## config.mk

```make
export PLATFORM = sky130hd
export DESIGN_NAME = multimode_serial_port_zero
export DESIGN_NICKNAME = d
export VERILOG_FILES = /design/src/rtl/serial_zero_pkg.sv /design/src/rtl/shift_clock_gen.sv /design/src/rtl/multimode_serial_port_zero.sv
export SDC_FILE = /design/constraint.sdc
export NUM_CORES = 1
export LEC_CHECK = 0
export BUFFER_PORTS_ARGS = -buffer_cell sky130_fd_sc_hd__buf_2
export CORE_MARGIN = 2
export CORE_UTILIZATION = 40
export CTS_BUF_LIST = sky130_fd_sc_hd__clkbuf_2 sky130_fd_sc_hd__clkbuf_4 sky130_fd_sc_hd__clkbuf_8
export CTS_CLUSTER_SIZE = 16
export DETAILED_ROUTE_END_ITERATION = 12
export PLACE_DENSITY = 0.63
export SLEW_MARGIN = 15
export SYNTH_ARGS = -nofsm -noshare
export SYNTH_HDL_FRONTEND = slang
export SYNTH_SLANG_ARGS = --single-unit
```

## constraint.sdc

```tcl
create_clock -name clk_in -period 2.05 [get_ports clk_in]
set_clock_uncertainty 0.2 [all_clocks]
set_input_delay 0.3075 -clock clk_in [delete_from_list [all_inputs] [get_ports clk_in]]
set_output_delay 0.3075 -clock clk_in [all_outputs]
set_load 0.1 [all_outputs]
```

## src/rtl/serial_zero_pkg.sv

```systemverilog
// Package: shared types and constants for serial port zero
package serial_zero_pkg;

  localparam int DATA_WIDTH = 8;
  localparam logic [3:0] CNT_RESET = 4'h0;
  localparam logic [3:0] CNT_WRAP = 4'h9;
  localparam logic [3:0] CNT_RESTART = 4'h1;
  localparam logic [3:0] CNT_ACK_DRIVE = 4'h8;
  localparam logic [3:0] CNT_ACK_FETCH = 4'h9;
  localparam logic [7:0] SHIFT_RESET = 8'h00;
  localparam int CLOCK_HZ = 25000000;
  localparam int SHIFT_HALF_NS = 5000;
  localparam int SHIFT_HALF_CYC = (SHIFT_HALF_NS * (CLOCK_HZ / 1000000))
    / 1000;
  localparam int MIN_HALF_CYC = 4;

  typedef enum logic [1:0]
  {
    MODE_I2C = 2'h0,
    MODE_TWO_WIRE = 2'h1,
    MODE_THREE_WIRE = 2'h2
  } comm_mode_e;

  // Software control flags
  typedef struct packed {
    comm_mode_e mode;
    logic master_role_select;
    logic transmit_direction_select;
    logic data_line_port_direction;
    logic clock_line_port_direction;
    logic three_wire_clock_port_direction;
    logic serial_out_port_direction;
    logic serial_in_port_direction;
  } ctrl_s;

  // General-purpose output latches of the shared pins
  typedef struct packed {
    logic data_line;
    logic clock_line;
    logic three_wire_clock;
    logic serial_out;
    logic serial_in;
  } latch_s;

  // One two-way pin: output level and enable
  typedef struct packed {
    logic level;
    logic oe;
  } pin_drive_s;

endpackage : serial_zero_pkg

```

## src/rtl/shift_clock_gen.sv

```systemverilog
// Internal shift clock generator for master operation
`timescale 1ns/100ps
module shift_clock_gen #(
  parameter int HALF_CYC = serial_zero_pkg::SHIFT_HALF_CYC
)
(
  input wire logic clk_in,
  input wire logic rst_b_in,
  input wire logic run_in,
  output logic sclk_out
);

  localparam int CW = $clog2(HALF_CYC + 1);

  logic [CW-1:0] div_reg;
  logic [CW-1:0] div_next;
  logic sclk_reg;
  logic sclk_next;

  initial
  begin
    if (HALF_CYC < 1)
    begin
      $error("HALF_CYC must be at least one");
    end
  end

  always_comb
  begin
    div_next = div_reg;
    sclk_next = sclk_reg;
    if (!run_in)
    begin
      div_next = '0;
      sclk_next = 1'b1;
    end
    else if (div_reg == CW'(HALF_CYC - 1))
    begin
      div_next = '0;
      sclk_next = ~sclk_reg;
    end
    else
    begin
      div_next = div_reg + CW'(1);
    end
  end

  always_ff @(posedge clk_in or negedge rst_b_in)
  begin
    if (!rst_b_in)
    begin
      div_reg <= '0;
      sclk_reg <= 1'b1;
    end
    else
    begin
      div_reg <= div_next;
      sclk_reg <= sclk_next;
    end
  end

  assign sclk_out = sclk_reg;

endmodule : shift_clock_gen

```

## src/rtl/multimode_serial_port_zero.sv

```systemverilog
// Serial interface channel zero: I2C, two-wire and three-wire modes
`timescale 1ns/100ps
module multimode_serial_port_zero #(
  parameter int HALF_CYC = serial_zero_pkg::SHIFT_HALF_CYC
)
(
  input wire logic clk_in,
  input wire logic rst_b_in,
  input wire serial_zero_pkg::ctrl_s ctrl_in,
  input wire serial_zero_pkg::latch_s latch_in,
  input wire logic clock_stop_in,
  input wire logic ce_reset_in,
  input wire logic halt_in,
  input wire logic wait_release_in,
  input wire logic wait_write_in,
  input wire logic wait_set_in,
  input wire logic shift_load_in,
  input wire logic [7:0] shift_data_in,
  input wire logic data_line_in,
  input wire logic clock_line_in,
  input wire logic three_wire_clock_pin_in,
  input wire logic three_wire_data_in_pin_in,
  output serial_zero_pkg::pin_drive_s data_line_out,
  output serial_zero_pkg::pin_drive_s clock_line_out,
  output serial_zero_pkg::pin_drive_s three_wire_clock_pin_out,
  output serial_zero_pkg::pin_drive_s three_wire_data_out_pin_out,
  output serial_zero_pkg::pin_drive_s three_wire_data_in_pin_out,
  output logic [7:0] serial_shift_register_out,
  output logic [3:0] clock_count_out,
  output logic released_out,
  output logic ack_seen_out
);

  typedef enum logic [2:0]
  {
    ST_IDLE = 3'b001,
    ST_WAIT = 3'b010,
    ST_RUN = 3'b100
  } port_state_e;

  port_state_e state_reg;
  port_state_e state_next;
  logic [1:0] sync_data_reg;
  logic [2:0] sync_clk_reg;
  logic [1:0] sync_data_next;
  logic [2:0] sync_clk_next;
  logic [7:0] shift_reg;
  logic [7:0] shift_next;
  logic [3:0] count_reg;
  logic [3:0] count_next;
  logic out_bit_reg;
  logic out_bit_next;
  logic ack_reg;
  logic ack_next;
  serial_zero_pkg::comm_mode_e mode_reg;
  logic int_sclk;
  logic run_clk;
  logic clk_rise;
  logic clk_fall;
  logic is_i2c;
  logic is_three;
  logic master;
  logic tx;
  logic rx_ack_drive;

  initial
  begin
    if (HALF_CYC < serial_zero_pkg::MIN_HALF_CYC)
    begin
      $error("HALF_CYC too short for the pin sampling lag");
    end
  end

  assign is_i2c = ctrl_in.mode == serial_zero_pkg::MODE_I2C;
  assign is_three = ctrl_in.mode == serial_zero_pkg::MODE_THREE_WIRE;
  assign master = ctrl_in.master_role_select;
  assign tx = ctrl_in.transmit_direction_select;
  assign run_clk = master && state_reg == ST_RUN && !halt_in;

  shift_clock_gen #(
    .HALF_CYC(HALF_CYC)
  ) u_clk_gen (
    .clk_in(clk_in),
    .rst_b_in(rst_b_in),
    .run_in(run_clk),
    .sclk_out(int_sclk)
  );

  // Pin sampling through two flops, third stage for edge finding
  always_comb
  begin
    sync_clk_next = {sync_clk_reg[1:0],
      is_three ? three_wire_clock_pin_in : clock_line_in};
    sync_data_next = {sync_data_reg[0],
      is_three ? three_wire_data_in_pin_in : data_line_in};
  end

  assign clk_rise = sync_clk_reg[1] && !sync_clk_reg[2];
  assign clk_fall = !sync_clk_reg[1] && sync_clk_reg[2];
  assign rx_ack_drive = is_i2c && !tx && count_reg == serial_zero_pkg::
    CNT_ACK_DRIVE;

  // Wait and run control
  always_comb
  begin
    state_next = state_reg;
    if (clock_stop_in || ce_reset_in)
    begin
      state_next = ST_IDLE;
    end
    else if (wait_set_in)
    begin
      state_next = ST_WAIT;
    end
    else if (wait_release_in)
    begin
      state_next = ST_RUN;
    end
    else if (state_reg == ST_IDLE && wait_write_in)
    begin
      state_next = ST_WAIT;
    end
  end

  // Clock counter, shift register and serial output
  always_comb
  begin
    count_next = count_reg;
    shift_next = shift_reg;
    out_bit_next = out_bit_reg;
    ack_next = ack_reg;
    if (clock_stop_in || ce_reset_in || wait_write_in || wait_release_in
      || (is_i2c && mode_reg != serial_zero_pkg::MODE_I2C))
    begin
      count_next = serial_zero_pkg::CNT_RESET;
    end
    else if (clk_rise && state_reg != ST_IDLE)
    begin
      if (count_reg == serial_zero_pkg::CNT_WRAP)
      begin
        count_next = serial_zero_pkg::CNT_RESTART;
      end
      else
      begin
        count_next = count_reg + 4'h1;
      end
    end
    if (clk_rise && state_reg == ST_RUN && !clock_stop_in)
    begin
      shift_next = {shift_reg[6:0], sync_data_reg[1]};
      if (is_i2c && tx && count_reg == serial_zero_pkg::CNT_ACK_DRIVE)
      begin
        ack_next = !sync_data_reg[1];
      end
    end
    if (tx && ((clk_fall && state_reg == ST_RUN)
      || (wait_release_in && state_reg == ST_WAIT && is_i2c)))
    begin
      out_bit_next = shift_reg[7] || (is_i2c
        && count_reg == serial_zero_pkg::CNT_ACK_DRIVE);
    end
    if (shift_load_in)
    begin
      shift_next = shift_data_in;
      if (state_reg == ST_RUN && !sync_clk_reg[1])
      begin
        out_bit_next = shift_data_in[7];
      end
    end
  end

  always_ff @(posedge clk_in or negedge rst_b_in)
  begin
    if (!rst_b_in)
    begin
      state_reg <= ST_IDLE;
      sync_clk_reg <= '1;
      sync_data_reg <= '0;
      count_reg <= serial_zero_pkg::CNT_RESET;
      shift_reg <= serial_zero_pkg::SHIFT_RESET;
      out_bit_reg <= 1'b1;
      ack_reg <= 1'b0;
      mode_reg <= serial_zero_pkg::MODE_I2C;
    end
    else
    begin
      state_reg <= state_next;
      sync_clk_reg <= sync_clk_next;
      sync_data_reg <= sync_data_next;
      count_reg <= count_next;
      shift_reg <= shift_next;
      out_bit_reg <= out_bit_next;
      ack_reg <= ack_next;
      mode_reg <= ctrl_in.mode;
    end
  end

  // Pin drive per mode, role, direction and wait state
  always_comb
  begin
    data_line_out = '0;
    clock_line_out = '0;
    three_wire_clock_pin_out = '0;
    three_wire_data_out_pin_out = '0;
    three_wire_data_in_pin_out = '0;
    if (state_reg != ST_IDLE)
    begin
      if (!is_three)
      begin
        if (tx)
        begin
          data_line_out = '{level: out_bit_reg, oe: !out_bit_reg};
        end
        else if (rx_ack_drive && state_reg == ST_RUN && !sync_clk_reg[1])
        begin
          data_line_out = '{level: 1'b0, oe: 1'b1};
        end
        else
        begin
          data_line_out = '{level: latch_in.data_line,
            oe: ctrl_in.data_line_port_direction};
        end
        if (state_reg == ST_WAIT)
        begin
          if (is_i2c)
          begin
            clock_line_out = '{level: 1'b0, oe: 1'b1};
          end
          else
          begin
            clock_line_out = '0;
          end
        end
        else if (master)
        begin
          clock_line_out = '{level: int_sclk, oe: !int_sclk};
        end
        else
        begin
          clock_line_out = '0;
        end
      end
      else
      begin
        if (master)
        begin
          three_wire_clock_pin_out = '{level: int_sclk, oe: 1'b1};
        end
        else if (state_reg == ST_WAIT
          && ctrl_in.three_wire_clock_port_direction)
        begin
          three_wire_clock_pin_out = '{level: latch_in.three_wire_clock,
            oe: 1'b1};
        end
        if (tx)
        begin
          three_wire_data_out_pin_out = '{level: out_bit_reg, oe: 1'b1};
        end
        else
        begin
          three_wire_data_out_pin_out = '{level: latch_in.serial_out,
            oe: ctrl_in.serial_out_port_direction};
        end
      end
    end
  end

  assign serial_shift_register_out = shift_reg;
  assign clock_count_out = count_reg;
  assign released_out = state_reg == ST_RUN;
  assign ack_seen_out = ack_reg;

  AST_WRAP: assert property (@(posedge clk_in) disable iff (!rst_b_in)
    count_reg == serial_zero_pkg::CNT_WRAP && clk_rise && !wait_write_in
    && !wait_release_in && !clock_stop_in && !ce_reset_in && state_reg
    != ST_IDLE && !(is_i2c && mode_reg != serial_zero_pkg::MODE_I2C)
    |=> count_reg == serial_zero_pkg::CNT_RESTART)
    else $error("counter did not wrap to one");
  AST_CLEAR: assert property (@(posedge clk_in) disable iff (!rst_b_in)
    wait_write_in || clock_stop_in
    |=> count_reg == serial_zero_pkg::CNT_RESET)
    else $error("counter not cleared");
  AST_IDLE_PINS: assert property (@(posedge clk_in)
    disable iff (!rst_b_in)
    clock_stop_in |=> !data_line_out.oe && !clock_line_out.oe
    && !three_wire_clock_pin_out.oe && !three_wire_data_out_pin_out.oe)
    else $error("pins driven after clock stop");
  AST_SHIFT_KEEP: assert property (@(posedge clk_in)
    disable iff (!rst_b_in)
    clock_stop_in && !shift_load_in |=> $stable(shift_reg))
    else $error("shift register changed on clock stop");
  AST_I2C_WAIT: assert property (@(posedge clk_in) disable iff (!rst_b_in)
    state_reg == ST_WAIT && is_i2c |-> clock_line_out.oe
    && !clock_line_out.level)
    else $error("clock not held low in wait");
  AST_TWO_WAIT: assert property (@(posedge clk_in) disable iff (!rst_b_in)
    state_reg == ST_WAIT && ctrl_in.mode == serial_zero_pkg::MODE_TWO_WIRE
    |-> !clock_line_out.oe)
    else $error("clock driven in two-wire wait");
  AST_SLAVE: assert property (@(posedge clk_in) disable iff (!rst_b_in)
    state_reg == ST_RUN && !master && !is_three |-> !clock_line_out.oe)
    else $error("slave drove clock");
  AST_SHIFT_IN: assert property (@(posedge clk_in)
    disable iff (!rst_b_in)
    clk_rise && state_reg == ST_RUN && !shift_load_in && !clock_stop_in
    |=> shift_reg == {$past(shift_reg[6:0]), $past(sync_data_reg[1])})
    else $error("input bit not shifted in");
  AST_TX_OUT: assert property (@(posedge clk_in) disable iff (!rst_b_in)
    clk_fall && state_reg == ST_RUN && tx && !shift_load_in
    && !(is_i2c && count_reg == serial_zero_pkg::CNT_ACK_DRIVE)
    |=> out_bit_reg == $past(shift_reg[7]))
    else $error("MSB not sent on fall");
  AST_HALT: assert property (@(posedge clk_in) disable iff (!rst_b_in)
    halt_in |=> int_sclk)
    else $error("internal clock ran in halt");

endmodule : multimode_serial_port_zero

```

==> metrics.log <==
[metrics] starting density of the core: between 40% and 50%
[metrics] FILL cells: approximately 330
[metrics] cell area after layout: about 2500 um^2
[metrics] count of max-cap constraint violations: 0
[metrics] final RePlAce weighted congestion: approximately 0.86
[metrics] post-synthesis instance area: approximately 1600 um^2
[metrics] count of inserted antenna diode cells: 0
[metrics] area taken by multi-input logic gates: about 950 um^2
[metrics] most frequent cells in the layout: sky130_fd_sc_hd__buf_2, sky130_fd_sc_hd__nor2_1, sky130_fd_sc_hd__dfrtp_1
[metrics] area of the die: ~4600 um^2
[metrics] initial antenna violation count: 0
[metrics] Bufs and invs on worst path: 1
[metrics] top-level I/O count: 59
[metrics] number of register bits inferred by synthesis: 32
[metrics] post-detailed-placement half-perimeter wirelength: roughly 3100 um
[metrics] Die Width: roughly 70 um
[metrics] endpoint class of the critical path: output pin
[metrics] commonest non-fill, non-tap cell in the layout: sky130_fd_sc_hd__buf_2
[metrics] setup repair after global routing missed its margin: true
[metrics] status: complete, but fails checks
[metrics] final worst-path cycle share: 113%
[metrics] dominant cells by area after synthesis: sky130_fd_sc_hd__dfrtp_1, sky130_fd_sc_hd__dfstp_2, sky130_fd_sc_hd__mux2i_1
[metrics] Setup crit start: clock_count_out[2]$_DFFE_PN0P_
[metrics] largest buffer count on any clock path: 2
[metrics] placed cell areas: approximately 2300 um^2
[metrics] quantity of I/O buffers inserted on ports: 52
[metrics] Hold Crit Start: shift_data_in[4]
[metrics] clock sinks: 32
[metrics] max-slew violation total from the final report: 0
[metrics] chain of cells forming the critical path: nand2b_4 > nor4b_4 > a21oi_2 > a221oi_4 > buf_12
[metrics] CTS tree: built
[metrics] violations in the final reports: setup timing
[metrics] Hold Slack: around 0.030 ns
[metrics] all-layer global routing usage: roughly 20%
[metrics] cells after synthesis: ~170
[metrics] total detailed-routing wirelength: between 4000 and 5000 um
[metrics] critical path peak fanout: 2
[metrics] Std-Cell Rows: 23
[metrics] residual DRC count: 0
[metrics] distinct cell type count of the synthesized netlist: between 40 and 50
[metrics] htree depth: 2
[metrics] sequential fraction of the synthesis area: 49.2%
[metrics] Hold Crit Class: in -> reg
[metrics] Vias/cell: about 5.1
[metrics] Tmin final: ~2.3 ns
[metrics] DRT iter0 DRCs: between 40 and 50
[metrics] static leakage power: 0.00109 uW
[metrics] max FFs per register: 8
[metrics] critical path start-end classification: reg -> out
[metrics] global-route wire length before repair: roughly 6600 um
[metrics] CTS root buffer: sky130_fd_sc_hd__clkbuf_8
[metrics] area share of the leading cell type in the synthesized netlist: 39.6%
[metrics] Startpoint Class: register
[metrics] clock insertion delay at the later pin of the skew report: 0.29 ns
[metrics] Final setup viols: 8
[metrics] Worst path max stage delay: 0.47 ns
[metrics] Post-Synthesis Mean Instance Area: ~10 um^2
[metrics] antenna-violating nets left: 0
[metrics] total CTS buffers: 5
[metrics] Overflow after GRT: 0
[metrics] clock-pin slew reported for the worst setup and hold paths after clock tree synthesis: 0.07 ns
[metrics] vias after detailed routing: ~1500
[metrics] area of the core: just under 4000 um^2
[metrics] final routed wire length divided by cell count: roughly 15 um
[metrics] Yosys warning count: 0
[metrics] data required time of the critical path: 1.54 ns
[metrics] pin count of the biggest net entering global routing: 22
[metrics] Post-Route Utilization: a little under two thirds
[metrics] highest ir drop seen on vdd: 288 uV
[metrics] final hold violation count: 0
[metrics] via count of the first global-routing pass: roughly 1400
[metrics] library cell occupying the most area in the post-synthesis netlist: sky130_fd_sc_hd__dfrtp_1
[metrics] Crit-path slowest cell: sky130_fd_sc_hd__dfrtp_4
[metrics] router iterations before antenna repair: 4
[metrics] CP delay by family, top: flip-flops
[metrics] power density relative to cell area: ~650 nW/um^2
[metrics] footprint of the flip-flops and latches: 821 um^2
[metrics] final worst slack: -0.262 ns
[metrics] CP arrival: approximately 1.8 ns
[metrics] area delta synth->final: 53.2%
[metrics] f_max: approximately 0.43 GHz
[metrics] Post-layout nets: around 280
[metrics] vertical die dimension: slightly below 70 um
[metrics] FF-to-FF Start: state_reg[0]$_DFFE_PN1P_
[metrics] layout cells sized above 1: roughly 50%
through the flow:
stage	instances	setup TNS, ns	setup WS, ns	total power [uW]
6_report	292	-1.13	-0.262	1650
4_1_cts	287	-1.23	-0.275	1650
2_1_floorplan	166	-1.34	-0.574	971
3_5_place_dp	276	0	0.00190	1100
5_1_grt	292	-1.81	-0.335	1720
3_3_place_gp	276	0	0.00707	1090
Yosys cell counts (all sizes together):
master and n:
dfrtp 26, nor2 24, nand2 16, mux2i 11, o21ai 11, nand3 9, a21oi 7, dfstp 6
inv 6, xor2 6, buf 4, nand2b 4, nor3b 4, and2 2, and3b 2, ha 2
mux2 2, nor2b 2, nor3 2, nor4b 2, or3b 2, a2111oi 1, a211oi 1, a221oi 1
a222oi 1, a31o 1, a32oi 1, and3 1, clkbuf 1, conb 1, nand4 1, nand4b 1
nor4bb 1, o21a 1, or2 1, xnor2 1
kinds of logic (layout without fill, tap and decap cells):
logic type,Yosys count,after routing,synth area share (%)
other cells,1,2,0.228
flops,32,32,49.2
fa+ha+maj,2,2,1.52
mux,13,13,8.07
simple gates,74,74,25.0
buf+inv,11,87,3.20
compound gates,25,25,9.13
xor+xnor,7,7,3.73
layout make-up:
type / instances / share of cell area [%]
sequential: 32 / 32.6
clock buffer: 8 / 3.87
timing repair buffer: 73 / 22.6
multi-input combinational: 123 / 37.6
inverter: 6 / 0.894
tap: 50 / 2.48
worst register-to-register path, delay by kind of cell, from the launching register on:
family	cells	cell delay, ns
AND/OR/NAND/NOR	3	0.66
flip-flops	1	0.59
AO/OA/AOI/OAI	1	0.30
buffers and inverters	1	0.14
worst paths after layout:
| kind | cells after the start | slack, ns | end |
|---|---|---|---|
| worst max-delay path | 5 | -0.26 | data_line_out[0] |
| worst min-delay path | 3 | 0.03 | serial_shift_register_out[4]$_DFFE_PN0P_ |
| worst max register to register | 5 | 0.04 | clock_count_out[3]$_DFFE_PN0P_ |
| worst min register to register | 0 | 0.16 | sync_clk_reg[1]$_DFF_PN1_ |
| max in group asynchronous | 3 | 0.77 | state_reg[0]$_DFFE_PN1P_ |
| min in group asynchronous | 2 | 0.23 | mode_reg[1]$_DFF_PN0_ |
power breakdown:
| part | internal [uW] | leakage, uW | switching, uW |
|---|---|---|---|
| Combinational | 130 | 0.000656 | 285 |
| Clock | 300 | 0.0000523 | 231 |
| Sequential | 672 | 0.000386 | 30.1 |
| Total | 1100 | 0.00109 | 546 |
layer usage:
metal  track usage, %  up-vias  part of all wire (%)
met3             6.09        5                   4.6
met2             33.3       34                    54
met5                0        -                     0
met4             7.50        0                  0.98
li1                 -      717                     -
met1             23.8      722                    40
what timing repair did:
action	4_1_cts	5_1_grt
endpoints found under the setup margin	8	10
buffers inserted	2	6
hold endpoints to repair	12	0
resized for setup	12	9
hold buffers	2	0
pin swaps	9	6
Power figures use the tool's default switching activity.
